--- src/bsc_pkg.sv ---
// Constants and types for the board strap configuration logic
// Operation
// - While module DMA owns bus, drive snoop hi from segment 1, lo from 2
// - Switch segment ON reads as 0 on the snoop line, OFF as 1
// - First CPU type: 01 and 10 snoop, 00 and 11 snoop disabled
// - Second CPU type: 00 and 10 snoop enabled, 01 and 11 disabled
// - Segment 3 ON at start selects sticky reset mode, OFF legacy mode
// - Sticky mode: module reset only by software or power-up, never self-clear
// - Legacy mode: bit self-clears after 1 ms; bus reset also resets module
// - Segment 4 ON at start selects bit flash protect, OFF window scheme
// - Bit scheme: flash writes allowed while control bit is 1
// - Window scheme: access to upper window enables flash writes
// - Window scheme: access to lower window disables flash writes
// - ECC size from segments 1..3: 4, 8, 16, 32, 64 MB; segment 4 ignored
// - ECC model usable only when parity size switch is Off/Off/On
// - Factory ECC switch setting decodes to 16 MB
package bsc_pkg;

  // ----------------------------------------------------------------
  // Timing
  // ----------------------------------------------------------------
  localparam int CLK_PERIOD_NS = 10;
  localparam int RST_HOLD_NS = 1000000;
  localparam int RST_HOLD_CYC = RST_HOLD_NS / CLK_PERIOD_NS;
  localparam int TMR_W = 20;

  // ----------------------------------------------------------------
  // Register map
  // ----------------------------------------------------------------
  localparam logic [7:0] ADDR_CTRL = 8'h00;
  localparam logic [7:0] ADDR_STAT = 8'h04;
  localparam logic [7:0] ADDR_SW = 8'h08;
  localparam int CTRL_MRST = 0;
  localparam int CTRL_FWE = 1;
  localparam logic CTRL_MRST_RST = 1'h0;
  localparam logic CTRL_FWE_RST = 1'h0;
  localparam logic WIN_WE_RST = 1'h0;
  localparam int STAT_W = 9;
  localparam int SW_W = 10;

  // ----------------------------------------------------------------
  // Flash protect windows
  // ----------------------------------------------------------------
  localparam logic [31:0] WIN_EN_LO = 32'hfffcc000;
  localparam logic [31:0] WIN_EN_HI = 32'hfffcffff;
  localparam logic [31:0] WIN_DIS_LO = 32'hfffc8000;
  localparam logic [31:0] WIN_DIS_HI = 32'hfffcbfff;

  // ----------------------------------------------------------------
  // Switch patterns, bit set = segment ON, bit 0 = segment 1
  // ----------------------------------------------------------------
  localparam int SEG_STICKY = 2;
  localparam int SEG_BITFW = 3;
  localparam logic [2:0] ECC_PAT_4MB = 3'h7;
  localparam logic [2:0] ECC_PAT_8MB = 3'h3;
  localparam logic [2:0] ECC_PAT_16MB = 3'h5;
  localparam logic [2:0] ECC_PAT_32MB = 3'h1;
  localparam logic [2:0] ECC_PAT_64MB = 3'h6;
  localparam logic [2:0] PAR_PAT_OFF = 3'h4;

  // ----------------------------------------------------------------
  // Encodings
  // ----------------------------------------------------------------
  localparam logic [2:0] ECC_NONE = 3'h0;
  localparam logic [2:0] ECC_4MB = 3'h1;
  localparam logic [2:0] ECC_8MB = 3'h2;
  localparam logic [2:0] ECC_16MB = 3'h3;
  localparam logic [2:0] ECC_32MB = 3'h4;
  localparam logic [2:0] ECC_64MB = 3'h5;
  localparam logic [1:0] SNP_SD_SINK = 2'h1;
  localparam logic [1:0] SNP_SD_INV = 2'h2;
  localparam logic [1:0] SNP_EN_A = 2'h0;
  localparam logic [1:0] SNP_EN_B = 2'h2;

  typedef enum logic {BSC_CAPTURE, BSC_RUN} bsc_state_t;

  typedef struct packed {
    logic module_reset;
    logic ecc_usable;
    logic [2:0] ecc_size;
    logic snoop_en;
    logic flash_we;
    logic bit_mode;
    logic sticky_mode;
  } bsc_status_t;

endpackage

--- src/bsc_reset_timer.sv ---
// Self-clear interval timer for the legacy module reset mode
`timescale 1ns/1ps
module bsc_reset_timer #(
  parameter int unsigned CYCLES = bsc_pkg::RST_HOLD_CYC
) (
  input wire logic pclk,
  input wire logic presetn,
  input wire logic start,
  input wire logic cancel,
  output logic done
);

  logic [bsc_pkg::TMR_W-1:0] count;
  logic running;
  wire logic last = running && (count == bsc_pkg::TMR_W'(CYCLES - 1));

  // ----------------------------------------------------------------
  // Counter
  // ----------------------------------------------------------------
  always_ff @(posedge pclk or negedge presetn) begin
    if (!presetn) begin
      count <= '0;
      running <= 1'b0;
      done <= 1'b0;
    end else begin
      done <= last && !start && !cancel;
      // A fresh start restarts the full interval
      if (start) begin
        count <= '0;
        running <= 1'b1;
      end else if (cancel || last) begin
        count <= '0;
        running <= 1'b0;
      end else if (running) begin
        count <= count + 1'b1;
      end
    end
  end

endmodule

--- src/bsc_top.sv ---
// Board strap configuration logic with APB register access
`timescale 1ns/1ps
module bsc_top #(
  parameter int unsigned RESET_HOLD_CYCLES = bsc_pkg::RST_HOLD_CYC
) (
  input wire logic pclk,
  input wire logic presetn,
  input wire logic psel,
  input wire logic penable,
  input wire logic pwrite,
  input wire logic [7:0] paddr,
  input wire logic [31:0] pwdata,
  output logic pready,
  output logic [31:0] prdata,
  output logic pslverr,
  input wire logic [3:0] misc_config_switch,
  input wire logic [3:0] ecc_size_switch,
  input wire logic [2:0] parity_size_switch,
  input wire logic cpu_second_type,
  input wire logic dma_bus_master,
  input wire logic lb_resetn,
  input wire logic lb_access,
  input wire logic [31:0] lb_addr,
  output logic snoop_ctl_hi,
  output logic snoop_ctl_lo,
  output logic snoop_ctl_oe,
  output logic snoop_request_en,
  output logic module_reset,
  output logic flash_write_enable,
  output logic [2:0] ecc_size,
  output logic ecc_usable
);

  // ----------------------------------------------------------------
  // Decode helpers
  // ----------------------------------------------------------------
  function automatic logic snoop_on(input logic [1:0] pair,
                                    input logic second);
    if (second) begin
      snoop_on = (pair == bsc_pkg::SNP_EN_A) ||
                 (pair == bsc_pkg::SNP_EN_B);
    end else begin
      snoop_on = (pair == bsc_pkg::SNP_SD_SINK) ||
                 (pair == bsc_pkg::SNP_SD_INV);
    end
  endfunction

  function automatic logic in_range(input logic [31:0] a,
                                    input logic [31:0] lo,
                                    input logic [31:0] hi);
    in_range = (a >= lo) && (a <= hi);
  endfunction

  // ----------------------------------------------------------------
  // State
  // ----------------------------------------------------------------
  bsc_pkg::bsc_state_t state;
  logic sticky_mode;
  logic bit_mode;
  logic ctrl_mrst;
  logic ctrl_fwe;
  logic win_we;
  logic tmr_done;

  // ----------------------------------------------------------------
  // Combinational decode
  // ----------------------------------------------------------------
  // ON segment drives logic 0 onto the line
  wire logic [1:0] snoop_pair = {~misc_config_switch[0],
                                 ~misc_config_switch[1]};
  wire logic next_snoop_en = snoop_on(snoop_pair, cpu_second_type);
  wire logic [2:0] ecc_pat = ecc_size_switch[2:0];
  wire logic [2:0] next_ecc_size =
    (ecc_pat == bsc_pkg::ECC_PAT_4MB) ? bsc_pkg::ECC_4MB :
    (ecc_pat == bsc_pkg::ECC_PAT_8MB) ? bsc_pkg::ECC_8MB :
    (ecc_pat == bsc_pkg::ECC_PAT_16MB) ? bsc_pkg::ECC_16MB :
    (ecc_pat == bsc_pkg::ECC_PAT_32MB) ? bsc_pkg::ECC_32MB :
    (ecc_pat == bsc_pkg::ECC_PAT_64MB) ? bsc_pkg::ECC_64MB :
    bsc_pkg::ECC_NONE;
  wire logic next_ecc_usable = (parity_size_switch == bsc_pkg::PAR_PAT_OFF)
                               && (next_ecc_size != bsc_pkg::ECC_NONE);

  wire logic hit_en = lb_access && in_range(lb_addr, bsc_pkg::WIN_EN_LO,
                                            bsc_pkg::WIN_EN_HI);
  wire logic hit_dis = lb_access && in_range(lb_addr, bsc_pkg::WIN_DIS_LO,
                                             bsc_pkg::WIN_DIS_HI);

  wire logic running = (state == bsc_pkg::BSC_RUN);
  wire logic apb_setup = psel && !penable && !pready;
  wire logic apb_done = psel && penable && pready;
  wire logic wr_ctrl = apb_done && pwrite && (paddr == bsc_pkg::ADDR_CTRL);
  wire logic mapped = (paddr == bsc_pkg::ADDR_CTRL) ||
                      (paddr == bsc_pkg::ADDR_STAT) ||
                      (paddr == bsc_pkg::ADDR_SW);
  wire logic wr_mrst = pwdata[bsc_pkg::CTRL_MRST];
  // Local bus reset only touches the module in legacy mode
  wire logic lb_rst_hit = running && !sticky_mode && !lb_resetn;
  wire logic tmr_start = wr_ctrl && wr_mrst && !ctrl_mrst && !sticky_mode;
  // Software write wins over the self-clear in the same cycle
  wire logic next_mrst = wr_ctrl ? wr_mrst :
                         (lb_rst_hit || (tmr_done && !sticky_mode)) ? 1'b0 :
                         ctrl_mrst;
  wire logic next_fwe = wr_ctrl ? pwdata[bsc_pkg::CTRL_FWE] : ctrl_fwe;
  // A window hit is an event: enable wins if both somehow hit
  wire logic next_win_we = hit_en ? 1'b1 :
                           hit_dis ? 1'b0 : win_we;
  wire logic next_flash_we = bit_mode ? next_fwe : next_win_we;

  bsc_pkg::bsc_status_t stat;
  assign stat = '{module_reset: module_reset, ecc_usable: ecc_usable,
                  ecc_size: ecc_size, snoop_en: snoop_request_en,
                  flash_we: flash_write_enable, bit_mode: bit_mode,
                  sticky_mode: sticky_mode};
  wire logic [31:0] next_rdata =
    (paddr == bsc_pkg::ADDR_CTRL) ? {30'h0, ctrl_fwe, ctrl_mrst} :
    (paddr == bsc_pkg::ADDR_STAT) ?
      {{(32-bsc_pkg::STAT_W){1'b0}}, stat} :
    (paddr == bsc_pkg::ADDR_SW) ?
      {22'h0, parity_size_switch, ecc_size_switch[2:0],
       misc_config_switch} :
    32'h0;

  // ----------------------------------------------------------------
  // Mode sampling at reset release
  // ----------------------------------------------------------------
  always_ff @(posedge pclk or negedge presetn) begin
    if (!presetn) begin
      state <= bsc_pkg::BSC_CAPTURE;
      sticky_mode <= 1'b1;
      bit_mode <= 1'b1;
    end else begin
      unique case (state)
        bsc_pkg::BSC_CAPTURE: begin
          sticky_mode <= misc_config_switch[bsc_pkg::SEG_STICKY];
          bit_mode <= misc_config_switch[bsc_pkg::SEG_BITFW];
          state <= bsc_pkg::BSC_RUN;
        end
        bsc_pkg::BSC_RUN: begin
          state <= bsc_pkg::BSC_RUN;
        end
      endcase
    end
  end

  // ----------------------------------------------------------------
  // Control bits
  // ----------------------------------------------------------------
  always_ff @(posedge pclk or negedge presetn) begin
    if (!presetn) begin
      ctrl_mrst <= bsc_pkg::CTRL_MRST_RST;
      ctrl_fwe <= bsc_pkg::CTRL_FWE_RST;
      win_we <= bsc_pkg::WIN_WE_RST;
    end else begin
      ctrl_mrst <= next_mrst;
      ctrl_fwe <= next_fwe;
      win_we <= next_win_we;
    end
  end

  bsc_reset_timer #(
    .CYCLES(RESET_HOLD_CYCLES)
  ) u_timer (
    .pclk(pclk),
    .presetn(presetn),
    .start(tmr_start),
    .cancel(wr_ctrl && !wr_mrst),
    .done(tmr_done)
  );

  // ----------------------------------------------------------------
  // APB slave, no wait states
  // ----------------------------------------------------------------
  always_ff @(posedge pclk or negedge presetn) begin
    if (!presetn) begin
      pready <= 1'b0;
      prdata <= 32'h0;
      pslverr <= 1'b0;
    end else begin
      pready <= apb_setup;
      prdata <= (apb_setup && !pwrite) ? next_rdata : 32'h0;
      pslverr <= apb_setup && !mapped;
    end
  end

  // ----------------------------------------------------------------
  // Outputs
  // ----------------------------------------------------------------
  // Module reset held during power-up reset and for the capture cycle
  always_ff @(posedge pclk or negedge presetn) begin
    if (!presetn) begin
      module_reset <= 1'b1;
      snoop_ctl_hi <= 1'b0;
      snoop_ctl_lo <= 1'b0;
      snoop_ctl_oe <= 1'b0;
      snoop_request_en <= 1'b0;
      flash_write_enable <= 1'b0;
      ecc_size <= bsc_pkg::ECC_NONE;
      ecc_usable <= 1'b0;
    end else begin
      module_reset <= !running || next_mrst || lb_rst_hit;
      snoop_ctl_hi <= dma_bus_master && snoop_pair[1];
      snoop_ctl_lo <= dma_bus_master && snoop_pair[0];
      snoop_ctl_oe <= dma_bus_master;
      snoop_request_en <= next_snoop_en;
      flash_write_enable <= running && next_flash_we;
      ecc_size <= next_ecc_size;
      ecc_usable <= next_ecc_usable;
    end
  end

  // ----------------------------------------------------------------
  // Checks
  // ----------------------------------------------------------------
  property p_snoop_drive;
    @(posedge pclk) disable iff (!presetn)
    dma_bus_master |=> snoop_ctl_oe &&
      (snoop_ctl_hi == !$past(misc_config_switch[0])) &&
      (snoop_ctl_lo == !$past(misc_config_switch[1]));
  endproperty
  a_snoop_drive: assert property (p_snoop_drive)
    else $error("snoop lines not driven from switches");

  property p_snoop_on_zero;
    @(posedge pclk) disable iff (!presetn)
    (dma_bus_master && misc_config_switch[0]) |=> !snoop_ctl_hi;
  endproperty
  a_snoop_on_zero: assert property (p_snoop_on_zero)
    else $error("ON segment not driven as zero");

  property p_snoop_first;
    @(posedge pclk) disable iff (!presetn)
    (!cpu_second_type && (misc_config_switch[1:0] == 2'h3))
      |=> !snoop_request_en;
  endproperty
  a_snoop_first: assert property (p_snoop_first)
    else $error("first type snoop enabled for 00");

  property p_snoop_second;
    @(posedge pclk) disable iff (!presetn)
    (cpu_second_type && (misc_config_switch[1:0] == 2'h3))
      |=> snoop_request_en;
  endproperty
  a_snoop_second: assert property (p_snoop_second)
    else $error("second type snoop not enabled for 00");

  property p_mode_capture;
    @(posedge pclk) disable iff (!presetn)
    (state == bsc_pkg::BSC_CAPTURE) |=>
      (sticky_mode == $past(misc_config_switch[2])) &&
      (bit_mode == $past(misc_config_switch[3])) && $stable(state) == 1'b0;
  endproperty
  a_mode_capture: assert property (p_mode_capture)
    else $error("modes not sampled at reset release");

  property p_sticky_hold;
    @(posedge pclk) disable iff (!presetn)
    (running && sticky_mode && ctrl_mrst && !wr_ctrl) |=> ctrl_mrst;
  endproperty
  a_sticky_hold: assert property (p_sticky_hold)
    else $error("sticky reset bit cleared itself");

  property p_legacy_bus_reset;
    @(posedge pclk) disable iff (!presetn)
    (running && !sticky_mode && !lb_resetn) |=> module_reset;
  endproperty
  a_legacy_bus_reset: assert property (p_legacy_bus_reset)
    else $error("bus reset did not reset module");

  property p_bit_scheme;
    @(posedge pclk) disable iff (!presetn)
    (running && bit_mode && !wr_ctrl) |=>
      (flash_write_enable == $past(ctrl_fwe));
  endproperty
  a_bit_scheme: assert property (p_bit_scheme)
    else $error("flash enable does not follow control bit");

  property p_win_enable;
    @(posedge pclk) disable iff (!presetn)
    (running && !bit_mode && hit_en) |=> flash_write_enable;
  endproperty
  a_win_enable: assert property (p_win_enable)
    else $error("enable window did not enable flash");

  property p_win_disable;
    @(posedge pclk) disable iff (!presetn)
    (running && !bit_mode && hit_dis && !hit_en) |=> !flash_write_enable;
  endproperty
  a_win_disable: assert property (p_win_disable)
    else $error("disable window did not inhibit flash");

  property p_ecc_usable;
    @(posedge pclk) disable iff (!presetn)
    (parity_size_switch != bsc_pkg::PAR_PAT_OFF) |=> !ecc_usable;
  endproperty
  a_ecc_usable: assert property (p_ecc_usable)
    else $error("ECC usable with parity model on");

  property p_ecc_factory;
    @(posedge pclk) disable iff (!presetn)
    (ecc_size_switch[2:0] == bsc_pkg::ECC_PAT_16MB)
      |=> (ecc_size == bsc_pkg::ECC_16MB);
  endproperty
  a_ecc_factory: assert property (p_ecc_factory)
    else $error("factory ECC setting not 16MB");

  property p_self_clear;
    @(posedge pclk) disable iff (!presetn)
    tmr_done && !sticky_mode && !wr_ctrl |=> !ctrl_mrst;
  endproperty
  a_self_clear: assert property (p_self_clear)
    else $error("legacy reset bit did not self-clear");

endmodule

--- config.mk ---
export PLATFORM = sky130hd
export DESIGN_NAME = bsc_top
export DESIGN_NICKNAME = d
export VERILOG_FILES = /design/src/bsc_pkg.sv /design/src/bsc_reset_timer.sv /design/src/bsc_top.sv
export SDC_FILE = /design/constraint.sdc
export NUM_CORES = 1
export LEC_CHECK = 0
export ABC_CLOCK_PERIOD_IN_PS = 1850
export BUFFER_PORTS_ARGS = -buffer_cell sky130_fd_sc_hd__buf_2
export CAP_MARGIN = 20
export CORE_MARGIN = 5
export CORE_UTILIZATION = 45
export DETAILED_ROUTE_END_ITERATION = 10
export PLACE_DENSITY = 0.83
export SYNTH_ARGS = -nofsm -noshare
export SYNTH_HDL_FRONTEND = slang
export SYNTH_SLANG_ARGS = --single-unit
--- constraint.sdc ---
create_clock -name pclk -period 1.85 [get_ports pclk]
set_input_delay 0.2775 -clock pclk [delete_from_list [all_inputs] [get_ports pclk]]
set_output_delay 0.2775 -clock pclk [all_outputs]
set_load 0.005 [all_outputs]
* After elaboration in Yosys (flattened, before gate mapping)
Index checks and enable logic that the tools add are counted.
** Storage, ports and cells
- Bits in registers :: 50
- Output and inout port bits :: 44
- Logic and storage cells :: 109
** Operators by class
- $add $sub $neg :: 1
- Magnitude comparators :: 4
- Equal/unequal tests :: 11
- Muxes and demuxes :: 21
- Bitwise gates (word level) :: 2
- Reduce and logical (&&, ||, !) cells :: 50
** Operators with widths (number)
- greater-or-equal comparator 32 bit, second input constant :: 2
- less-or-equal comparator 32 bit, second input constant :: 2
- two-way mux 20 bit :: 3
- two-way mux 10 bit :: 4
- logical AND 1 bit :: 26
- adder 20 x 1 -> 20 bit, second input constant :: 1
- equality test 20 x 17 -> 1 bit, second input constant :: 1
- two-way mux 3 bit :: 5
- equality test 3 bit, second input constant :: 4
- logical NOT 1 bit :: 11
- two-way mux 1 bit :: 9
- equality test 8 x 3 -> 1 bit, second input constant :: 1
- equality test 8 x 4 -> 1 bit, second input constant :: 1
- logical NOT 8 bit :: 1
- logical OR 1 bit :: 8
- nonzero test 3 bit :: 2
- equality test 3 x 1 -> 1 bit, second input constant :: 1
- equality test 3 x 2 -> 1 bit, second input constant :: 1
- equality test 2 x 1 -> 1 bit, second input constant :: 1
- equality test 2 bit, second input constant :: 1
- logical NOT 2 bit :: 1
- NOT 1 bit :: 2
- nonzero test 2 bit :: 1

* Logic depth before layout (Yosys ltp)
Gate-level depths: netlist of run 1.
- Word-level depth :: 10
- Mapped depth :: 6
- Mapped depth without buffers :: 5

* By module
From an unflattened synthesis of run 1, not the netlist that was laid out.
** Second synthesis, totals
- Cell total of the unflattened synthesis :: 256
- Area, all modules :: 2549.9 sq um
** By module, submodules not included
- bsc_top :: times used 1, cells an instance 135, area each 1398.8 sq um
- bsc_reset_timer :: times used 1, cells an instance 121, area each 1151.1 sq um

* Worst setup path after synthesis of run 1
OpenSTA, ideal clock, no wires.
- Path kind :: register to register
- Start point :: register u_timer.count[0] (netlist bit)
- End point :: register u_timer.count[0] (netlist bit)
- Arrival time :: 1550 ps
- Slack :: 181 ps
- Stages on the path, launching flop included :: 7
- Path buffers :: 1
- Period minus slack after synthesis :: 1669 ps
- Path through :: dfrtp_1 -> ha_1 -> and3_1 -> nand3_1 -> o32ai_4 -> buf_6 -> nor2_1
** Between the ends
- Word-level cells in the longest chain between the ends :: 5
- Elaborated cells on any way between the ends :: 8
- Those cells by class :: 1 x add/sub; 1 x eq/ne; 3 x mux; 3 x reduce/logical
** Ends and longest elaborated chain
- start, declared :: RTL line bsc_reset_timer.sv:13 : logic [bsc_pkg::TMR_W-1:0] count;
- start signal, assigned :: RTL line bsc_reset_timer.sv:35 : count <= count + 1'b1;
- branches (longest 5 deep; another with adder 20 x 1 -> 20 bit)
Parallel ways; which one is timed is not known. The select of a mux whose other input is x is not followed.
A chain may end at the register's enable or synchronous reset.

* Worst setup path after layout of run 1
- Start point :: register u_timer.count[0] (netlist bit)
- End point :: register u_timer.count[13] (netlist bit)
Same word-level chain as after synthesis.

==> impl_metrics.tcl, run 1 <==
set metrics [dict create \
    netlist.area_leader.share_pct 45.8 \
    ys_types 48 \
    cts.sinks 50 \
    syn_inst 254 \
    crit-reg2reg-launch "u_timer.count[0]" \
    worstHoldPathCells 1 \
    ir_drop_v 0.000401 \
    wl_mm 5.36 \
    yosys_warnings 0 \
    synth_area_um2 2570 \
    min_path_type "input port to register" \
    viasPerCell 5.18 \
    path_class "register to register" \
    synth-seq-cells 50 \
    cts-root-buf "clkbuf_8" \
    timing.final.crit_share_pct 92.5 \
    power_uw 2480 \
    startpoint_type "register" \
    cts_tree "built" \
    ys_seq_area_share_pct 48.9 \
    num_rows 27 \
    power_density_nw_per_um2 818 \
    die_h_um 85.6 \
    worstPathArrival_ns 1.90 \
    grt_pass1_wl_mm 9.28 \
    dpl.hpwl_mm 4.20 \
    cts_buffers 5 \
    die_w_um 85.6 \
    status "finished, final reports clean" \
    yosys.area.top_type "dfrtp_1" \
    routedWlPerCell_um 13.4 \
    reg2reg_depth 6 \
    ys_top_cells_by_area "dfrtp_1 46%, buf_4 6.7%, nor2_1 5.1%" \
    nets 419 \
    holdPathEnd "snoop_ctl_oe" \
    fmax_mhz 584 \
    largest_reg_flops 20 \
    top_register "u_timer.count" \
    hold_start "dma_bus_master" \
    first_pass_iters 4 \
    clockBufferDepth 2 \
    place.gp.congestion 0.851 \
    fin_area_um2 3040 \
    drive_above_1_share_pct 31.2 \
    finClkSkew_ns 0.0108 \
    antenna_found_initial 0 \
    setup_viol 0 \
    grt_usage_pct 15.6 \
    postSynth.asyncResetShare_pct 100 \
    critPathMaxFanout 18 \
    grt_pass1_vias 2057 \
    synth_flop_cell "dfrtp_1" \
    drc_errors 0 \
    syn_area_per_cell_um2 10.1 \
    synth-edff-count 0 \
    grt_start_max_net_pins 29 \
    crit_path_end_kind "register" \
    rsz0062_at_grt "false" \
    postRouteAntennaNets 0 \
    reg_top3 "u_timer.count x20, prdata x10, ecc_size x3" \
    fin_tns_setup_ns 0 \
    place_area_um2 2920 \
    cap_violations 0 \
    reg2reg_to "u_timer.count[13]" \
    core_area_um2 5540 \
    syn2layout_area_growth_pct 18.2 \
    pin_count 136 \
    die-area_um2 7320 \
    ff2ff_setup_slack_ns 0.14 \
    htreeDepth 2 \
    slew_violations 0 \
    clk_latency_ns 0.31 \
    clk_pin_slew_ns 0.10 \
    port_buffers 68 \
    num-fill-cells 502 \
    p_leak_uw 0.00145 \
    min_period_ns 1.71 \
    tightest_slew_ns 0.676 \
    maxSlewHeadroom_pct 54.9 \
    vias 2067 \
    post_cts.repair.setup_buffers 0 \
    drt_iter0_markers 67 \
    crit_required_ns 2.04 \
    finalHoldViolCount 0 \
    antenna_cells 0 \
    start_util_pct 46.4 \
    overflow 0 \
]
power by group:
group	internal (µW)	switching [µW]
sequential	1200	118
combinational	222	266
clock	281	400
total	1700	784
cell usage in the layout, fill, tap and decap left out, types with 4 or more instances in the layout:
| cell | netlist | routed |
|---|---|---|
| a22oi_1 | 7 | 7 |
| inv_1 | 6 | 6 |
| conb_1 | 2 | 23 |
| xor2_1 | 7 | 7 |
| nor4_1 | 5 | 5 |
| buf_2 | 2 | 68 |
| xnor2_1 | 9 | 9 |
| o21ai_0 | 5 | 5 |
| nand2_1 | 11 | 11 |
| nor2_1 | 35 | 35 |
| clkbuf_8 | 0 | 5 |
| nand4_1 | 13 | 13 |
| dfrtp_1 | 47 | 47 |
| a21oi_1 | 10 | 10 |
| nor2b_1 | 4 | 4 |
| nand3_1 | 8 | 7 |
| buf_4 | 23 | 6 |
through the flow:
stage | hold WS [ns] | utilization, % | setup slack [ns] | cells
global placement | 0.309 | 52.8 | 0.173 | 390
detailed placement | 0.313 | 52.8 | 0.117 | 390
global route | 0.0781 | 54.8 | 0.00721 | 399
finish | 0.0914 | 54.8 | 0.139 | 399
CTS | 0.0887 | 54.7 | 0.0676 | 399
floorplan | -0.0181 | - | 0.181 | 275
cell usage after synthesis, types with 3 or more instances:
| cell | instances |
|---|---|
| dfrtp_1 | 47 |
| a21oi_1 | 10 |
| buf_4 | 23 |
| o21a_1 | 3 |
| nand4_1 | 13 |
| clkbuf_1 | 4 |
| nand3_1 | 8 |
| nor2_1 | 35 |
| xnor2_1 | 9 |
| dfstp_2 | 3 |
| nor3_1 | 3 |
| xor2_1 | 7 |
| mux2_2 | 3 |
| nor3b_1 | 3 |
| mux2i_1 | 3 |
| inv_1 | 6 |
| a22oi_1 | 7 |
| and2_1 | 3 |
| and4_1 | 3 |
| nor2b_1 | 4 |
| o21ai_0 | 5 |
| nand2_1 | 11 |
| nor4_1 | 5 |
critical path, cell delays in order, from the launching register on:
cell and delay, ns:
dfrtp_1 0.41, ha_1 0.19, and3_1 0.26, nand3_2 0.15, o32ai_4 0.33, buf_12 0.19, a21oi_1 0.05
what timing repair did:
| item | CTS | global route |
|---|---|---|
| setup endpoints to repair | 0 | 18 |
| hold endpoints to repair | 23 | 0 |
| hold buffers | 1 | 0 |
| gates resized for setup | 0 | 1 |
layer usage:
layer,routed length (µm),global-route usage (%),vias up,part of all wire [%]
met5,0,0,-,0
met4,102,6.04,0,1.9
met3,289,2.79,10,5.4
met2,2740,27.9,69,51
met1,2230,18.6,988,42
li1,-,-,1000,-
kinds of logic (layout without fill, tap and decap cells):
group	Yosys count	in the layout	share of synthesized area, %
AOI/OAI and AO/OA	36	36	10.1
xor gates and xnor gates	16	16	5.46
adders and majority gates	1	1	0.487
buffers and inverters	38	90	9.40
DFF	50	50	48.9
muxes	6	6	2.48
other	2	23	0.292
and+or+nand+nor	105	105	22.9
worst max-delay path by stage:
stage / from / end / slack [ns] / depth (start not counted)
final: u_timer.count[0] / u_timer.count[13] / 0.14 / 6
after detailed placement: u_timer.count[0] / u_timer.count[13] / 0.12 / 6
after floorplan: u_timer.count[0] / u_timer.count[0] / 0.18 / 6
after CTS: u_timer.count[0] / u_timer.count[11] / 0.07 / 6
after global placement: u_timer.count[0] / u_timer.count[13] / 0.17 / 6
after global routing: u_timer.count[1] / u_timer.count[13] / 0.007 / 6
area by class of cell:
class | instances | area, µm² | share of cell area [%]
inverters | 6 | 22.5 | 0.742
flip-flops and latches | 50 | 1250 | 41.3
repair buffers | 76 | 415 | 13.7
clock buffers | 5 | 68.8 | 2.27
clock inverters | 3 | 28.8 | 0.948
well taps | 72 | 90.1 | 2.97
multi-input cells | 187 | 1160 | 38.1
No activity file was read; power rests on OpenSTA's default activity.
==> run 2, diff against run 1 <==
Settings changed: BUFFER_PORTS_ARGS -buffer_cell sky130_fd_sc_hd__buf_2 to default, CORE_UTILIZATION 45 to 63, DONT_BUFFER_PORTS from default to 1, PLACE_DENSITY 0.83 to 0.82.
==> run 2 against run 1 <==
  * Utilization grew 14 points
  * Critical path depth is the same
  * Final area shrank 11%
  * Sequential share of layout area grew 4.9 points
  * Flip-flop and latch count is the same
  * Highest routed layer unchanged
==> impl_metrics.tcl, run 2 (synthesis results as in run 1) <==
set metrics [dict create \
    swShare_pct 29.3 \
    layout_common_cells "47 x dfrtp_1, 35 x nor2_1, 23 x conb_1" \
    nets 352 \
    maxSlewHeadroom_pct 53.6 \
    tightest_slew_ns 0.695 \
    fin_tns_setup_ns 0 \
    grt_pass1_vias 1669 \
    timing.final.crit_share_pct 94.2 \
    worstPathArrival_ns 1.95 \
    crit_path_end_kind "register" \
    drc_errors 0 \
    regArea_um2 1250 \
    slowest_stage "dfrtp_1" \
    cts-root-buf "clkbuf_8" \
    vias 1807 \
    power_frac_clock_pct 31.2 \
    min_period_ns 1.74 \
    fmax_mhz 574 \
    switching_power_uw 740 \
    min_path_type "input port to register" \
    path_buf_inv 1 \
    num_rows 23 \
    p_leak_uw 0.00117 \
    seq_power_share_pct 52.6 \
    viasPerCell 5.83 \
    ir_drop_v 0.000498 \
    finalHoldViolCount 0 \
    intPower_uw 1780 \
    antenna_cells 0 \
    finClkSkew_ns 0.0115 \
    grt_pass1_wl_mm 8.20 \
    crit_required_ns 2.06 \
    power_uw 2530 \
    path_class "register to register" \
    drt_iter0_markers 176 \
    clockBufferDepth 2 \
    startpoint_type "register" \
    cts.sinks 50 \
    start_util_pct 64.7 \
    htreeDepth 2 \
    syn2layout_area_growth_pct 5.65 \
    overflow 0 \
    num-fill-cells 295 \
    multi_input_area_um2 1150 \
    max_stage_delay_ns 0.41 \
    top_register "u_timer.count" \
    routedWlPerCell_um 17.2 \
    final_common_cell "dfrtp_1" \
    cts_tree "built" \
    rsz0062_at_grt "false" \
    clk_pin_slew_ns 0.10 \
    largest_reg_flops 20 \
    slew_violations 0 \
    cts_buffers 5 \
    port_buffers 0 \
    pwr-share-comb_pct 16.2 \
    reg_top3 "u_timer.count x20, prdata x10, ecc_size x3" \
    power_density_nw_per_um2 930 \
    grt_usage_pct 20.2 \
    place.gp.congestion 0.886 \
    first_pass_iters 4 \
    cap_violations 0 \
    dpl.hpwl_mm 3.81 \
    core_area_um2 3970 \
    wl_mm 5.32 \
    critPathMaxFanout 18 \
    post_cts.repair.setup_buffers 0 \
    status "finished, final reports clean" \
    setup_viol 0 \
    pin_count 136 \
    clk_latency_ns 0.32 \
    critPathTopFamily "simple AND/OR/NAND/NOR gates" \
    postRouteAntennaNets 0 \
    die_h_um 73.9 \
    antenna_found_initial 0 \
    die_w_um 73.9 \
    drive_above_1_share_pct 12.7 \
    grt_start_max_net_pins 51 \
    path_cells "ha_1 > and3_2 > nand3_1 > o32ai_4 > buf_12 > nor2_1" \
    die-area_um2 5450 \
]
run 2: path summary, 6_finish.rpt:
path	from	end	slack, ns	cells after the start
max	u_timer.count[0]	u_timer.count[12]	0.11	6
min in group asynchronous	presetn	snoop_ctl_hi	0.48	2
min	misc_config_switch[1]	snoop_ctl_lo	0.02	1
min reg2reg	pready	pready	0.52	1
max reg2reg	u_timer.count[0]	u_timer.count[12]	0.11	6
max in group asynchronous	presetn	bit_mode	1.09	2
run 2: area by class of cell:
cell class,count,area share [%]
Sequential cell,50,46.2
Multi-Input combinational cell,187,42.5
Tap cell,50,2.31
Inverter,6,0.830
Timing Repair Buffer,9,3.96
Clock buffer,5,2.54
Clock inverter,3,1.66
run 2: stage by stage:
step | cell area [µm²] | util, % | setup WS (ns) | hold slack, ns | std cells
global route | 2710 | 68.3 | 0.0146 | 0.00963 | 310
global placement | 2540 | 64.0 | 0.166 | -0.0170 | 298
detailed placement | 2540 | 64.0 | 0.119 | -0.0169 | 298
finish | 2710 | 68.3 | 0.107 | 0.0238 | 310
CTS | 2700 | 68.1 | 0.0961 | 0.00849 | 309
floorplan | 2650 | - | 0.181 | -0.0181 | 275
run 2: repair_timing:
action                                  in CTS  in global routing
hold buffers                                 3                  1
hold endpoints to repair                    51                  1
resized for setup                            0                  1
endpoints found under the setup margin       0                 18
run 2: power by group through the flow:
| stage | clock network, µW | registers (µW) | logic, µW |
|---|---|---|---|
| after floorplan | 0 | 1290 | 373 |
| after global placement | 0 | 1330 | 356 |
| after detailed placement | 0 | 1340 | 367 |
| after CTS | 792 | 1320 | 403 |
| after global routing | 834 | 1340 | 468 |
| final | 787 | 1330 | 410 |
run 2: per-layer routing:
layer	vias up	GRT usage, %	part of all wire, %	wire length (µm)
met4	0	10.1	3.1	164
met2	80	31.9	50	2690
li1	855	-	-	-
met1	860	25.4	38	2030
met3	12	5.47	8.3	442
met5	-	0	0	0
==> run 3, diff against run 2 <==
Settings changed: CORE_UTILIZATION 63 to 55, PLACE_DENSITY 0.82 to 0.73.
==> run 3 against run 2 <==
  * Critical path depth did not move
  * Utilization is 8.0 points lower
  * Count of clock-buffer cells in the layout stayed put
  * Maximum frequency grew 0.56%
  * Die area increased by 13%
  * Flip-flop and latch count did not move
  * Final cell count stayed put
  * Sequential power about the same
==> impl_metrics.tcl, run 3 (synthesis results as in run 1) <==
set metrics [dict create \
    ir_drop_v 0.000603 \
    wl_mm 5.11 \
    clk_pin_slew_ns 0.10 \
    rsz0062_at_grt "false" \
    grt_pass1_vias 1812 \
    cts.sinks 50 \
    place.gp.congestion 0.839 \
    reg2reg_depth 6 \
    timing.final.crit_share_pct 93.7 \
    grt_usage_pct 17.2 \
    worstPathArrival_ns 1.93 \
    setup_viol 0 \
    fin_tns_setup_ns 0 \
    grt_pass1_wl_mm 8.39 \
    grt_start_max_net_pins 51 \
    finalHoldViolCount 0 \
    seq_power_share_pct 54.9 \
    finClkSkew_ns 0.00834 \
    power_frac_clock_pct 27.9 \
    worst_slack_ns 0.117 \
    dpl.cell_count 299 \
    drc_errors 0 \
    reg_top3 "u_timer.count x20, prdata x10, ecc_size x3" \
    cts_tree "built" \
    die_h_um 78.3 \
    clockBufferDepth 2 \
    slew_violations 0 \
    drive_above_1_share_pct 12.4 \
    min_path_type "input port to register" \
    port_buffers 0 \
    ff2ff_setup_slack_ns 0.12 \
    first_pass_iters 4 \
    routedWlPerCell_um 16.5 \
    num-fill-cells 387 \
    die_w_um 78.3 \
    vias 1790 \
    final_common_cell "dfrtp_1" \
    pin_count 136 \
    antenna_found_initial 0 \
    min_period_ns 1.73 \
    post_cts.repair.setup_buffers 0 \
    drt_iter0_markers 80 \
    nets 350 \
    dpl.hpwl_mm 3.84 \
    intPower_uw 1660 \
    fmax_mhz 577 \
    crit_required_ns 2.05 \
    dp_slack_ns 0.117 \
    cap_violations 0 \
    die-area_um2 6140 \
    p_leak_uw 0.00116 \
    syn2layout_area_growth_pct 4.43 \
    cts-root-buf "clkbuf_8" \
    layout_common_cells "47 x dfrtp_1, 35 x nor2_1, 23 x conb_1" \
    core_area_um2 4440 \
    antenna_cells 0 \
    tightest_slew_ns 0.652 \
    top_register "u_timer.count" \
    pwr-share-comb_pct 17.2 \
    worstHoldPathCells 1 \
    overflow 0 \
    num_rows 24 \
    switching_power_uw 752 \
    start_util_pct 57.8 \
    startpoint_type "register" \
    largest_reg_flops 20 \
    maxSlewHeadroom_pct 56.5 \
    status "finished, final reports clean" \
    power_density_nw_per_um2 901 \
    cts_buffers 5 \
    crit_path_end_kind "register" \
    postRouteAntennaNets 0 \
    path_class "register to register" \
    htreeDepth 2 \
    critPathMaxFanout 18 \
    instances_no_fill 310 \
    viasPerCell 5.77 \
    swShare_pct 31.1 \
    clk_latency_ns 0.31 \
]
-- run 3: changes by cell type in the layout (fill, tap and decap cells not counted) --
cell and change:
inv_6 +1, clkinvlp_4 -2, clkinv_4 +1, bufinv_16 -1, buf_4 -1, inv_8 +1, dlygate4sd3_1 -1
-- run 3: worst max-delay path, stage by stage, from the launching register on --
cell,delay [ns]
dfrtp_1,0.42
ha_1,0.21
and3_2,0.24
nand3_1,0.17
o32ai_4,0.34
buf_12,0.19
nor2_1,0.07
-- run 3: stage by stage --
step | total power (µW) | hold WS (ns) | utilization (%) | instance area [µm²]
4_1_cts | 2430 | 0.0202 | 60.3 | 2680
6_report | 2420 | 0.0258 | 60.4 | 2680
2_1_floorplan | 1660 | -0.0181 | - | 2650
3_3_place_gp | 1690 | -0.0169 | 57.1 | 2540
3_5_place_dp | 1720 | -0.0169 | 57.1 | 2540
5_1_grt | 2560 | 0.00510 | 60.4 | 2680
-- run 3: path summary, 6_finish.rpt --
kind | start | end
min in group asynchronous | presetn | prdata[4]
max reg2reg | u_timer.count[0] | u_timer.count[15]
min reg2reg | ctrl_fwe | ctrl_fwe
min | misc_config_switch[1] | snoop_ctl_lo
max | u_timer.count[0] | u_timer.count[15]
max in group asynchronous | presetn | bit_mode
-- run 3: layer usage --
layer  vias to the layer above  track usage (%)  share of wire, %
li1                        856                -                 -
met1                       854             20.8                42
met2                        73             29.0                50
met3                         7             5.38               7.4
met4                         0             6.47               1.4
met5                         -                0                 0
-- run 3: cell type report --
type / count / area (µm²) / area share [%]
clock buffers: 5 / 68.8 / 2.57
clock inverters: 3 / 28.8 / 1.07
inverters: 6 / 22.5 / 0.840
multi-input cells: 187 / 1150 / 43.0
flip-flops and latches: 50 / 1250 / 46.8
well taps: 52 / 65.1 / 2.43
repair buffers: 7 / 90.1 / 3.36
-- run 3: power groups by stage --
stage | registers (µW) | clock network (µW) | logic, µW
6_report | 1330 | 675 | 416
5_1_grt | 1350 | 735 | 479
4_1_cts | 1320 | 695 | 413
3_5_place_dp | 1340 | 0 | 380
3_3_place_gp | 1330 | 0 | 358
2_1_floorplan | 1290 | 0 | 373
-- run 3: repair_timing --
action / CTS / global route
setup endpoints to repair: 0 / 18
gates resized for setup: 0 / 1
hold endpoints to repair: 51 / 0
hold buffers: 3 / 0
